**src/lsg_cfg.svh**
```systemverilog
`ifndef LSG_CFG_SVH
`define LSG_CFG_SVH

// register offsets
`define LSG_ADDR_GEN_STATUS 8'h0c
`define LSG_ADDR_PIN0_CFG 8'h0d
`define LSG_ADDR_IRQ_STATUS 8'h20
`define LSG_ADDR_IRQ_CLEAR 8'h21
`define LSG_ADDR_IRQ_ENABLE 8'h22

// general status field positions
`define LSG_STAT_LINK_DETECT 0
`define LSG_STAT_DES_CRC 1
`define LSG_STAT_CLK_DETECT 2
`define LSG_STAT_SELFTEST_CRC 3
`define LSG_STAT_LINK_LOST 4

// pin configuration field positions
`define LSG_PIN_MODE_LSB 0
`define LSG_PIN_MODE_MSB 2
`define LSG_PIN_OUT_VAL 3
`define LSG_PIN_REV_LSB 4
`define LSG_PIN_REV_MSB 7

// interrupt field positions, one bit per port in each pair
`define LSG_IRQ_LOST_LSB 0
`define LSG_IRQ_DES_LSB 2
`define LSG_IRQ_SELFTEST_LSB 4
`define LSG_IRQ_CLK_LOSS 6
`define LSG_IRQ_WIDTH 7

// reset values
`define LSG_PIN_MODE_RST 3'h0
`define LSG_PIN_OUT_VAL_RST 1'h0
`define LSG_IRQ_EN_RST 7'h00
`define LSG_IRQ_STAT_RST 7'h00
`define LSG_PIN_DRIVE_OUT_RST 1'h0
`define LSG_PIN_OE_N_RST 1'h1
`define LSG_RDATA_RST 8'h00

// synchroniser depth
`define LSG_SYNC_STAGES 2

`endif

```
**src/lsg_pkg.sv**
```systemverilog
package lsg_pkg;

  typedef enum logic [2:0] {
    LSG_MODE_LOCAL_OUT = 3'h1,
    LSG_MODE_LOCAL_IN = 3'h3,
    LSG_MODE_REMOTE_HOLD = 3'h5,
    LSG_MODE_REMOTE_DEFAULT = 3'h7
  } lsg_pin_mode_t;

  typedef struct packed {
    logic out_val;
    logic [2:0] mode;
  } lsg_pin_cfg_t;

  typedef struct packed {
    logic link_lost;
    logic selftest_crc;
    logic des_crc;
  } lsg_port_status_t;

  typedef struct packed {
    logic des_crc;
    logic selftest_crc;
    logic selftest_restart;
  } lsg_port_evt_t;

  typedef struct packed {
    logic out;
    logic oe_n;
  } lsg_pin_drive_t;

endpackage

```
**src/lsg_sync.sv**
```systemverilog
`timescale 1ns/1ps
module lsg_sync #(
  parameter int WIDTH = 1,
  parameter int STAGES = 2
) (
  input wire logic sys_clk_i,
  input wire logic reset_n_i,
  input wire logic [WIDTH-1:0] async_i,
  output logic [WIDTH-1:0] sync_o
);
  typedef struct packed {
    logic [STAGES-1:0][WIDTH-1:0] stage;
  } lsg_sync_state_t;

  lsg_sync_state_t st;
  lsg_sync_state_t next_st;

  if (WIDTH < 1 || STAGES < 2) begin : g_bad
    $error("lsg_sync needs WIDTH >= 1 and STAGES >= 2");
  end

  // stage 0 is read only by stage 1
  always_comb begin
    next_st = st;
    next_st.stage[0] = async_i;
    for (int i = 1; i < STAGES; i++) begin
      next_st.stage[i] = st.stage[i-1];
    end
  end

  always_ff @(posedge sys_clk_i or negedge reset_n_i) begin
    if (!reset_n_i) begin
      st <= '0;
    end else begin
      st <= next_st;
    end
  end

  assign sync_o = st.stage[STAGES-1];
endmodule

```
**src/lsg_top.sv**
```systemverilog
// The address-and-strobe port is this design's own decision.
`timescale 1ns/1ps
`include "lsg_cfg.svh"
module lsg_top
  import lsg_pkg::*;
#(
  parameter logic [3:0] REVISION_ID = 4'h1 // arbitrary value
) (
  input wire logic sys_clk_i,
  input wire logic reset_n_i,
  input wire logic [7:0] addr_i,
  input wire logic [7:0] wdata_i,
  input wire logic wr_i,
  input wire logic rd_i,
  output logic [7:0] rdata_o,
  input wire logic second_link_select_i,
  input wire logic crc_error_reset_i,
  input wire logic [1:0] link_detect_i,
  input wire logic clk_detect_i,
  input wire lsg_port_evt_t [1:0] port_evt_i,
  input wire logic [1:0] remote_pin_i,
  input wire logic pin0_i,
  output logic pin0_o,
  output logic pin0_oe_n_o,
  input wire logic secondary_port_pin0_i,
  output logic secondary_port_pin0_o,
  output logic secondary_port_pin0_oe_n_o,
  output logic [1:0] pin_in_value_o,
  output logic irq_o
);
  typedef struct packed {
    lsg_pin_cfg_t [1:0] pin_cfg;
    lsg_port_status_t [1:0] stat;
    logic [1:0] link_prev;
    logic clk_prev;
    logic [1:0] held;
    lsg_pin_drive_t [1:0] drive;
    logic [1:0] pin_in_val;
    logic [`LSG_IRQ_WIDTH-1:0] irq_stat;
    logic [`LSG_IRQ_WIDTH-1:0] irq_en;
    logic irq;
    logic [7:0] rdata;
  } lsg_state_t;

  lsg_state_t st;
  lsg_state_t next_st;

  logic [1:0] link_sync;
  logic clk_sync;
  logic [1:0] pin_sync;

  lsg_sync #(
    .WIDTH(5),
    .STAGES(`LSG_SYNC_STAGES)
  ) u_sync (
    .sys_clk_i(sys_clk_i),
    .reset_n_i(reset_n_i),
    .async_i({secondary_port_pin0_i, pin0_i, clk_detect_i, link_detect_i}),
    .sync_o({pin_sync, clk_sync, link_sync})
  );

  // the field map must fit the 8-bit register bus and the declared types
  if ($bits(REVISION_ID) != (`LSG_PIN_REV_MSB - `LSG_PIN_REV_LSB + 1)) begin : g_bad_rev
    $error("lsg_top revision field width does not match REVISION_ID");
  end
  if ((`LSG_PIN_MODE_MSB - `LSG_PIN_MODE_LSB + 1) != $bits(lsg_pin_mode_t)) begin : g_bad_mode
    $error("lsg_top mode field width does not match the mode type");
  end
  if (`LSG_PIN_OUT_VAL != `LSG_PIN_MODE_MSB + 1 || `LSG_PIN_REV_LSB != `LSG_PIN_OUT_VAL + 1) begin : g_bad_cfg
    $error("lsg_top pin configuration fields overlap or leave gaps");
  end
  if (`LSG_IRQ_WIDTH > 8 || `LSG_IRQ_CLK_LOSS >= `LSG_IRQ_WIDTH) begin : g_bad_irq
    $error("lsg_top interrupt bits do not fit the register");
  end
  if (`LSG_IRQ_LOST_LSB + 2 > `LSG_IRQ_DES_LSB || `LSG_IRQ_DES_LSB + 2 > `LSG_IRQ_SELFTEST_LSB
      || `LSG_IRQ_SELFTEST_LSB + 2 > `LSG_IRQ_CLK_LOSS) begin : g_bad_irq_map
    $error("lsg_top interrupt fields overlap");
  end
  // the five status flags must sit on distinct bits below the reserved field
  if (((1 << `LSG_STAT_LINK_DETECT) | (1 << `LSG_STAT_DES_CRC) | (1 << `LSG_STAT_CLK_DETECT)
      | (1 << `LSG_STAT_SELFTEST_CRC) | (1 << `LSG_STAT_LINK_LOST)) != 32'h1f) begin : g_bad_stat
    $error("lsg_top status flags overlap or reach the reserved bits");
  end
  if (`LSG_ADDR_GEN_STATUS == `LSG_ADDR_PIN0_CFG || `LSG_ADDR_IRQ_STATUS == `LSG_ADDR_IRQ_CLEAR
      || `LSG_ADDR_IRQ_CLEAR == `LSG_ADDR_IRQ_ENABLE || `LSG_ADDR_IRQ_STATUS == `LSG_ADDR_IRQ_ENABLE) begin : g_bad_addr
    $error("lsg_top register addresses collide");
  end
  if (`LSG_SYNC_STAGES < 2) begin : g_bad_sync
    $error("lsg_top needs at least two synchroniser stages");
  end

  // drive decision for one pin from its config and link state
  function automatic lsg_pin_drive_t pin_drive(
    input lsg_pin_cfg_t cfg,
    input logic link_up,
    input logic remote_val,
    input logic held_val
  );
    lsg_pin_drive_t d;
    d.out = 1'b0;
    d.oe_n = 1'b1;
    if (cfg.mode[0]) begin
      case (cfg.mode)
        LSG_MODE_LOCAL_OUT: begin
          d.out = cfg.out_val;
          d.oe_n = 1'b0;
        end
        LSG_MODE_LOCAL_IN: begin
          d.oe_n = 1'b1;
        end
        LSG_MODE_REMOTE_HOLD: begin
          d.out = link_up ? remote_val : held_val;
          d.oe_n = 1'b0;
        end
        LSG_MODE_REMOTE_DEFAULT: begin
          d.out = link_up ? remote_val : cfg.out_val;
          d.oe_n = 1'b0;
        end
        default: begin
          d.oe_n = 1'b1;
        end
      endcase
    end else begin
      d.oe_n = 1'b1;
    end
    return d;
  endfunction

  // general status image of the selected port
  function automatic logic [7:0] status_image(
    input lsg_port_status_t s,
    input logic link_up,
    input logic clk_ok
  );
    logic [7:0] v;
    v = 8'h00;
    v[`LSG_STAT_LINK_LOST] = s.link_lost;
    v[`LSG_STAT_SELFTEST_CRC] = s.selftest_crc;
    v[`LSG_STAT_CLK_DETECT] = clk_ok;
    v[`LSG_STAT_DES_CRC] = s.des_crc;
    v[`LSG_STAT_LINK_DETECT] = link_up;
    return v;
  endfunction

  // pin configuration image: revision on top, never stored upper bits
  function automatic logic [7:0] cfg_image(
    input lsg_pin_cfg_t c,
    input logic [3:0] rev
  );
    logic [7:0] v;
    v = 8'h00;
    v[`LSG_PIN_REV_MSB:`LSG_PIN_REV_LSB] = rev;
    v[`LSG_PIN_OUT_VAL] = c.out_val;
    v[`LSG_PIN_MODE_MSB:`LSG_PIN_MODE_LSB] = c.mode;
    return v;
  endfunction

  always_comb begin
    logic sel;
    logic [1:0] lost_evt;
    logic [1:0] des_evt;
    logic [1:0] st_evt;
    logic clk_loss_evt;
    lsg_pin_cfg_t cur_cfg;
    sel = second_link_select_i;
    lost_evt = 2'h0;
    des_evt = 2'h0;
    st_evt = 2'h0;
    clk_loss_evt = st.clk_prev & ~clk_sync;
    cur_cfg = st.pin_cfg[sel];
    next_st = st;
    next_st.clk_prev = clk_sync;

    for (int p = 0; p < 2; p++) begin
      lost_evt[p] = st.link_prev[p] & ~link_sync[p];
      des_evt[p] = port_evt_i[p].des_crc;
      st_evt[p] = port_evt_i[p].selftest_crc;
      next_st.link_prev[p] = link_sync[p];

      // link lost: only the crc error reset clears it, a new loss wins
      if (crc_error_reset_i) begin
        next_st.stat[p].link_lost = 1'b0;
      end
      if (lost_evt[p]) begin
        next_st.stat[p].link_lost = 1'b1;
      end

      if (crc_error_reset_i || lost_evt[p] || port_evt_i[p].selftest_restart) begin
        next_st.stat[p].selftest_crc = 1'b0;
      end
      if (st_evt[p]) begin
        next_st.stat[p].selftest_crc = 1'b1;
      end

      if (crc_error_reset_i || lost_evt[p]) begin
        next_st.stat[p].des_crc = 1'b0;
      end
      if (des_evt[p]) begin
        next_st.stat[p].des_crc = 1'b1;
      end

      // remember the last value received while the link was up; the synchronised
      // detect lags the pin by two edges, so the far side must keep its last frame
      // that long or the held value picks up a dying link
      if (link_sync[p]) begin
        next_st.held[p] = remote_pin_i[p];
      end

      next_st.drive[p] = pin_drive(st.pin_cfg[p], link_sync[p], remote_pin_i[p], st.held[p]);
      next_st.pin_in_val[p] = pin_sync[p];
    end

    if (wr_i) begin
      case (addr_i)
        `LSG_ADDR_PIN0_CFG: begin
          // upper bits carry the revision and are not stored
          next_st.pin_cfg[sel].out_val = wdata_i[`LSG_PIN_OUT_VAL];
          next_st.pin_cfg[sel].mode = wdata_i[`LSG_PIN_MODE_MSB:`LSG_PIN_MODE_LSB];
        end
        `LSG_ADDR_IRQ_CLEAR: begin
          next_st.irq_stat = st.irq_stat & ~wdata_i[`LSG_IRQ_WIDTH-1:0];
        end
        `LSG_ADDR_IRQ_ENABLE: begin
          next_st.irq_en = wdata_i[`LSG_IRQ_WIDTH-1:0];
        end
        `LSG_ADDR_GEN_STATUS, `LSG_ADDR_IRQ_STATUS: begin
          // read-only registers: the write is dropped
          next_st.irq_en = st.irq_en;
        end
        default: begin
          next_st.irq_en = st.irq_en;
        end
      endcase
    end

    // events set after the clear so a coincident event is kept
    next_st.irq_stat[`LSG_IRQ_LOST_LSB +: 2] = next_st.irq_stat[`LSG_IRQ_LOST_LSB +: 2] | lost_evt;
    next_st.irq_stat[`LSG_IRQ_DES_LSB +: 2] = next_st.irq_stat[`LSG_IRQ_DES_LSB +: 2] | des_evt;
    next_st.irq_stat[`LSG_IRQ_SELFTEST_LSB +: 2] = next_st.irq_stat[`LSG_IRQ_SELFTEST_LSB +: 2] | st_evt;
    if (clk_loss_evt) begin
      next_st.irq_stat[`LSG_IRQ_CLK_LOSS] = 1'b1;
    end
    next_st.irq = |(next_st.irq_stat & next_st.irq_en);

    next_st.rdata = 8'h00;
    if (rd_i) begin
      case (addr_i)
        `LSG_ADDR_GEN_STATUS: begin
          next_st.rdata = status_image(st.stat[sel], link_sync[sel], clk_sync);
        end
        `LSG_ADDR_PIN0_CFG: begin
          next_st.rdata = cfg_image(cur_cfg, REVISION_ID);
        end
        `LSG_ADDR_IRQ_STATUS: begin
          next_st.rdata[`LSG_IRQ_WIDTH-1:0] = st.irq_stat;
        end
        `LSG_ADDR_IRQ_CLEAR: begin
          // write-only: reads return zero
          next_st.rdata = 8'h00;
        end
        `LSG_ADDR_IRQ_ENABLE: begin
          next_st.rdata[`LSG_IRQ_WIDTH-1:0] = st.irq_en;
        end
        default: begin
          next_st.rdata = 8'h00;
        end
      endcase
    end
  end

  always_ff @(posedge sys_clk_i or negedge reset_n_i) begin
    if (!reset_n_i) begin
      st <= '0;
      st.pin_cfg[0].mode <= `LSG_PIN_MODE_RST;
      st.pin_cfg[1].mode <= `LSG_PIN_MODE_RST;
      st.pin_cfg[0].out_val <= `LSG_PIN_OUT_VAL_RST;
      st.pin_cfg[1].out_val <= `LSG_PIN_OUT_VAL_RST;
      st.drive[0].out <= `LSG_PIN_DRIVE_OUT_RST;
      st.drive[1].out <= `LSG_PIN_DRIVE_OUT_RST;
      st.drive[0].oe_n <= `LSG_PIN_OE_N_RST;
      st.drive[1].oe_n <= `LSG_PIN_OE_N_RST;
      st.irq_stat <= `LSG_IRQ_STAT_RST;
      st.irq <= 1'h0;
      st.rdata <= `LSG_RDATA_RST;
      st.irq_en <= `LSG_IRQ_EN_RST;
    end else begin
      st <= next_st;
    end
  end

  assign rdata_o = st.rdata;
  assign pin0_o = st.drive[0].out;
  assign pin0_oe_n_o = st.drive[0].oe_n;
  assign secondary_port_pin0_o = st.drive[1].out;
  assign secondary_port_pin0_oe_n_o = st.drive[1].oe_n;
  assign pin_in_value_o = st.pin_in_val;
  assign irq_o = st.irq;
endmodule

```
**config.mk**
```make
export PLATFORM = sky130hd
export DESIGN_NAME = lsg_top
export DESIGN_NICKNAME = d
export VERILOG_FILES = /design/src/lsg_pkg.sv /design/src/lsg_sync.sv /design/src/lsg_top.sv
export VERILOG_INCLUDE_DIRS = /design/src
export SDC_FILE = /design/constraint.sdc
export NUM_CORES = 1
export LEC_CHECK = 0
export BUFFER_PORTS_ARGS = -buffer_cell sky130_fd_sc_hd__buf_2
export CORE_MARGIN = 2
export CORE_UTILIZATION = 49
export DETAILED_ROUTE_END_ITERATION = 8
export GPL_TIMING_DRIVEN = 1
export HOLD_SLACK_MARGIN = 0.03
export PLACE_DENSITY = 0.84
export SYNTH_ARGS = -nofsm -noshare
export SYNTH_HDL_FRONTEND = slang
export SYNTH_SLANG_ARGS = --single-unit
```
**constraint.sdc**
```tcl
create_clock -name sys_clk_i -period 1.1 [get_ports sys_clk_i]
set_input_delay 0.11 -clock sys_clk_i [delete_from_list [all_inputs] [get_ports sys_clk_i]]
set_output_delay 0.11 -clock sys_clk_i [all_outputs]
set_load 0.05 [all_outputs]
```
After elaboration in Yosys (flattened, before gate mapping)
Index checks and enable logic that the tools add are counted.
{ "totals": {"ff_bits": 58, "latchBits": 0, "ramBits": 0, "romBits": 0, "input_bits": 35, "output_inout_bits": 15, "word_cells": 105, "memories": 0} }
{ "classes": {"n_addsub": 0, "mul": 0, "n_div": 0, "order_cmp": 2, "eq_ne": 11, "shift": 0, "muxes": 41, "n_bitwise": 12, "n_reduce_logical": 15} }
{ "ops": {"columns": ["operator", "n"], "rows": [
  ["one-hot mux 7 bit (4 select lines)", 1],
  ["== test 8 x 6 -> 1 bit (second input constant)", 3],
  ["2-to-1 mux 1 bit", 24],
  ["2-to-1 mux 7 bit", 3],
  ["bitwise mux 8 bit", 2],
  ["== test 8 x 4 -> 1 bit (second input constant)", 2],
  ["AND 7 bit", 2],
  ["2-to-1 mux 14 bit", 1],
  ["== test 3 bit (second input constant)", 4],
  ["2-to-1 mux 4 bit", 3],
  ["nonzero test 2 bit", 6],
  ["2-to-1 mux 3 bit", 3],
  ["demux 4 bit (select 1 bit)", 2],
  ["NOT 7 bit", 1],
  ["OR reduction 7 bit", 1],
  ["== test 3 x 1 -> 1 bit (second input constant)", 2],
  ["bitwise OR 2 bit", 3],
  ["one-hot mux 1 bit (3 select lines)", 2],
  ["OR reduction 3 bit", 2],
  ["logical OR 1 bit", 4],
  ["AND 1 bit", 3],
  ["NOT 1 bit", 3],
  ["less-than comparator 1 x 2 -> 1 bit (second input constant)", 1],
  ["AND reduction 2 bit", 1],
  ["2 further kinds", 2]
]} }

Depth between registers and ports, before layout
{ "depth": {"ltp_word": 7, "mapped_depth": 7, "depth_no_buf": 5} }

By module
A second synthesis with hierarchy kept.
{ "unflattened": {"hier_cells": 209, "area_unflattened_um2": 2443.6} }
{ "modules_own_cells": {"columns": ["module", "n_inst", "cells_per_inst", "area_each_um2", "seq_area_each_um2"], "rows": [
  ["lsg_top", 1, 199, 2193.4, 1178.6],
  ["lsg_sync", 1, 10, 250.2, 250.2]
]} }

Worst setup path after synthesis
OpenSTA, ideal clock, no wires.
{ "synth_timing": {"path_kind": "input to register", "startpoint": "input addr_i[0]", "endpoint": "register st[40] (netlist name)", "setup_time_ns": 0.125, "arrival_ns": 1.445, "required_ns": 0.975, "slack_ns": -0.470, "path_stages": 7, "n_path_buf": 2, "path_cell_list": "buf_2 -> nor2b_1 -> nand3_1 -> inv_1 -> and3_1 -> buf_2 -> mux2_2"} }
{ "synth_via": {"elab_chain_len": 2} }
{ "synth_rtl": {"columns": ["item", "line_no", "rtl"], "rows": [
  ["start, declared", "lsg_top.sv:11", "input wire logic [7:0] addr_i,"],
  ["== test 8 x 4 -> 1 bit", "lsg_top.sv:214", "case (addr_i)"],
  ["AND reduction 2 bit (no line)", null, null],
  ["end signal, assigned", "lsg_top.sv:287", "st <= next_st;"],
  ["end, declared", "lsg_top.sv:45", "lsg_state_t st;"]
]} }
No other way between the ends.
A chain may end at the register's enable or synchronous reset.

==> impl_results.md <==
* Total GRT Usage at 23.3%
* Drt total wl at ~6500 um
* Synth warnings at 0
* Fin util at around 75%
* R2R depth at 5
* GRT Residual Overflow at 0
* Ant diodes at 0
* Post-synth top area cell: dfrtp_1
* Drt pass-1 iters at 5
* Critical Path RT at between 1000 and 1500 ps
* DR vias/cell at about 5.5
* Area of the die at 5600 um2
* Sequential-to-total area share from yosys stat at 58.1%
* Layout cell share with drive strength beyond 1 at 50.8%
* Clock skew at around 6 ps
* Worst skew pair latency at between 300 and 400 ps
* Post-route DRC at 0
* Post-synth top cells: 55 x dfrtp_1, 14 x inv_1, 13 x mux2_2, 13 x nand2_1
* CP max FO at 2
* Area contributors post-synth: dfrtp_1 56%, mux2_2 6.0%, mux2i_1 4.5%
* Initial antenna violation count at 0
* R2R Path End: rdata_o[0]
* Setup crit end kind: register
* Pin count of the biggest net entering global routing at between 50 and 60
* Ports at 50
* Hold wc startpoint: rd_i
* Mean Syn Cell Area at roughly 12 um2
* # rows at 25
* Hold Crit Depth at 3
* Antenna viol nets, final at 0
* Hold_ws at between 30 and 40 ps
* R2R Path Start: u_sync.sync_o[1]
* Hold crit path type: in2reg
* DR WL/cell at roughly 17 um
* R2R Setup Slk at -190 ps
* Horiz. Die Dim at 74.8 um
* Peak supply drop at a little over 1000 uV
* Final Max Slew Viols at 0
* Final Net Count at between 300 and 400
* Synth top area share at a little under three fifths
* Critical Path AT at approximately 1500 ps
* Layout area overhead at 46.0%
* Core area at 4790 um2
* Setup TNS at -1050 ps
* #FFs+latches synth at between 50 and 60
* CTS H-tree depth at 3
* Top-count cell post-synth: dfrtp_1
* Clk pin slew, worst setup/hold paths at 60 ps
* Syn Nets at about 250
* Port Buffers at 47
* Max Cap Viol at 0
* Cell area after synthesis at about 2500 um2
* CTS Root Cell: clkbuf_8
* Share of synthesized flip-flops with an asynchronous set or reset at 100%
* Dpl ws at -544 ps
* Tmin final at around 1300 ps
* CTS sink cnt at 57
* Achievable frequency at around 0.76 GHz
* CTS Buffer Depth at 2
* RSZ-0062 raised after global routing: true
* Leakage at 1.74 nW
* Hold Path Sink: rdata_o[6]
* Cell Pwr Density at 1300 nW/um2
* Setup CP Type: in2reg
* Status: finished with violations
* Endpoints failing setup at 12
* Tcrit/Tclk final at 119%
* Initial Util at between 50% and 60%
* First-pass GRT wire length at roughly 9200 um
* DP HPWL at around 4200 um
* Post-synth EDFFs at 0
* CTS tree: yes
* Failing checks: setup timing
* Final WS setup at -208 ps
* Die H at 74.8 um
* DRT iter0 DRCs at 182
* Placer Congestion at between 0.9 and 1
* Synth Flop Type: dfrtp_1
* Post-Syn Instances at 210
* Total number of vias at around 2.1k
* Number of library cell types mapped by synthesis at 38
* Final hold viol count at 0
* Worst Setup Start Kind: input pin
* Number of CTS-inserted buffers at 9
* Number of global-route vias before repair at about 1.9k
* Fillcell total at 306
cells by family after synthesis:
group | after synthesis | synth area share (%)
multiplexers | 24 | 10.4
AO/OA/AOI/OAI | 40 | 10.6
buffers and inverters | 30 | 6.47
flip-flops | 57 | 58.1
AND/OR/NAND/NOR | 58 | 14.2
other | 1 | 0.153
cell type report:
cell class                 instances  area [um2]  share of cell area, %
clock inverter                     5        56.3                   1.57
timing repair buffer             107         803                   22.4
clock buffer                      11         131                   3.66
inverter                          14        52.6                   1.46
tap                               67        83.8                   2.34
sequential                        57        1430                   39.9
multi-input combinational        123        1030                   28.7
metal layers:
| metal | wire [um] | track usage [%] | vias up |
|---|---|---|---|
| li1 | - | - | 933 |
| met1 | 2650 | 30.2 | 1022 |
| met2 | 3210 | 37.2 | 114 |
| met3 | 450 | 6.02 | 26 |
| met4 | 155 | 10.7 | 0 |
| met5 | 0 | 0 | - |
state kept, by name (all words and copies together) (netlist names):
register,count
secondary_port_pin0_o,1
pin0_oe_n_o,1
u_sync.next_st,5
pin0_o,1
st,33
rdata_o,7
u_sync.sync_o,5
pin_in_value_o,2
irq_o,1
secondary_port_pin0_oe_n_o,1
worst max-delay path, stage by stage:
cell and delay (ps):
buf_2 100, dlygate4sd3_1 580, a21o_2 210, a222oi_1 330, o2111ai_1 170
through the flow:
step                      cells  power [W]  instance area (um2)
after global routing        384    0.00484                 3590
final                       384    0.00468                 3590
after CTS                   382    0.00465                 3450
after global placement      352    0.00272                 3050
after floorplan             210    0.00248                 2500
after detailed placement    352    0.00273                 3050
what timing repair did:
item                                    CTS  global route
hold buffers                             12             0
buffers inserted                          2             4
hold endpoints to repair                 72             0
gates resized for setup                  24            33
endpoints found under the setup margin   10            20
pin swaps                                 6            20
worst max-delay path by stage:
stage	start	to	slack, ps	depth (start not counted)
2_1_floorplan	addr_i[3]	irq_o	-390	5
3_3_place_gp	addr_i[3]	irq_o	-490	7
3_5_place_dp	addr_i[3]	irq_o	-540	7
4_1_cts	addr_i[2]	irq_o	-190	6
5_1_grt	addr_i[5]	irq_o	-280	6
6_report	port_evt_i[4]	irq_o	-210	5
layout by cell type, fill, tap and decap left out, drive strengths merged, types with 6 or more instances in the layout:
cell / netlist / routed
a21o: 7 / 7
a21oi: 7 / 7
buf: 16 / 95
clkbuf: 0 / 11
dfrtp: 55 / 55
dlygate4sd3: 0 / 12
inv: 14 / 14
mux2: 13 / 13
mux2i: 11 / 11
nand2: 13 / 13
nand3: 6 / 6
nand4: 8 / 8
nor2: 11 / 11
o21ai: 9 / 9
power by group:
part	switching (W)	leakage [nW]	internal [W]	total, W
sequential	0.0000414	0.686	0.00218	0.00222
clock	0.000836	0.0933	0.00104	0.00188
combinational	0.000303	0.964	0.000275	0.000578
total	0.00118	1.74	0.00350	0.00468
Note: power is estimated with default switching activity, not from simulation.
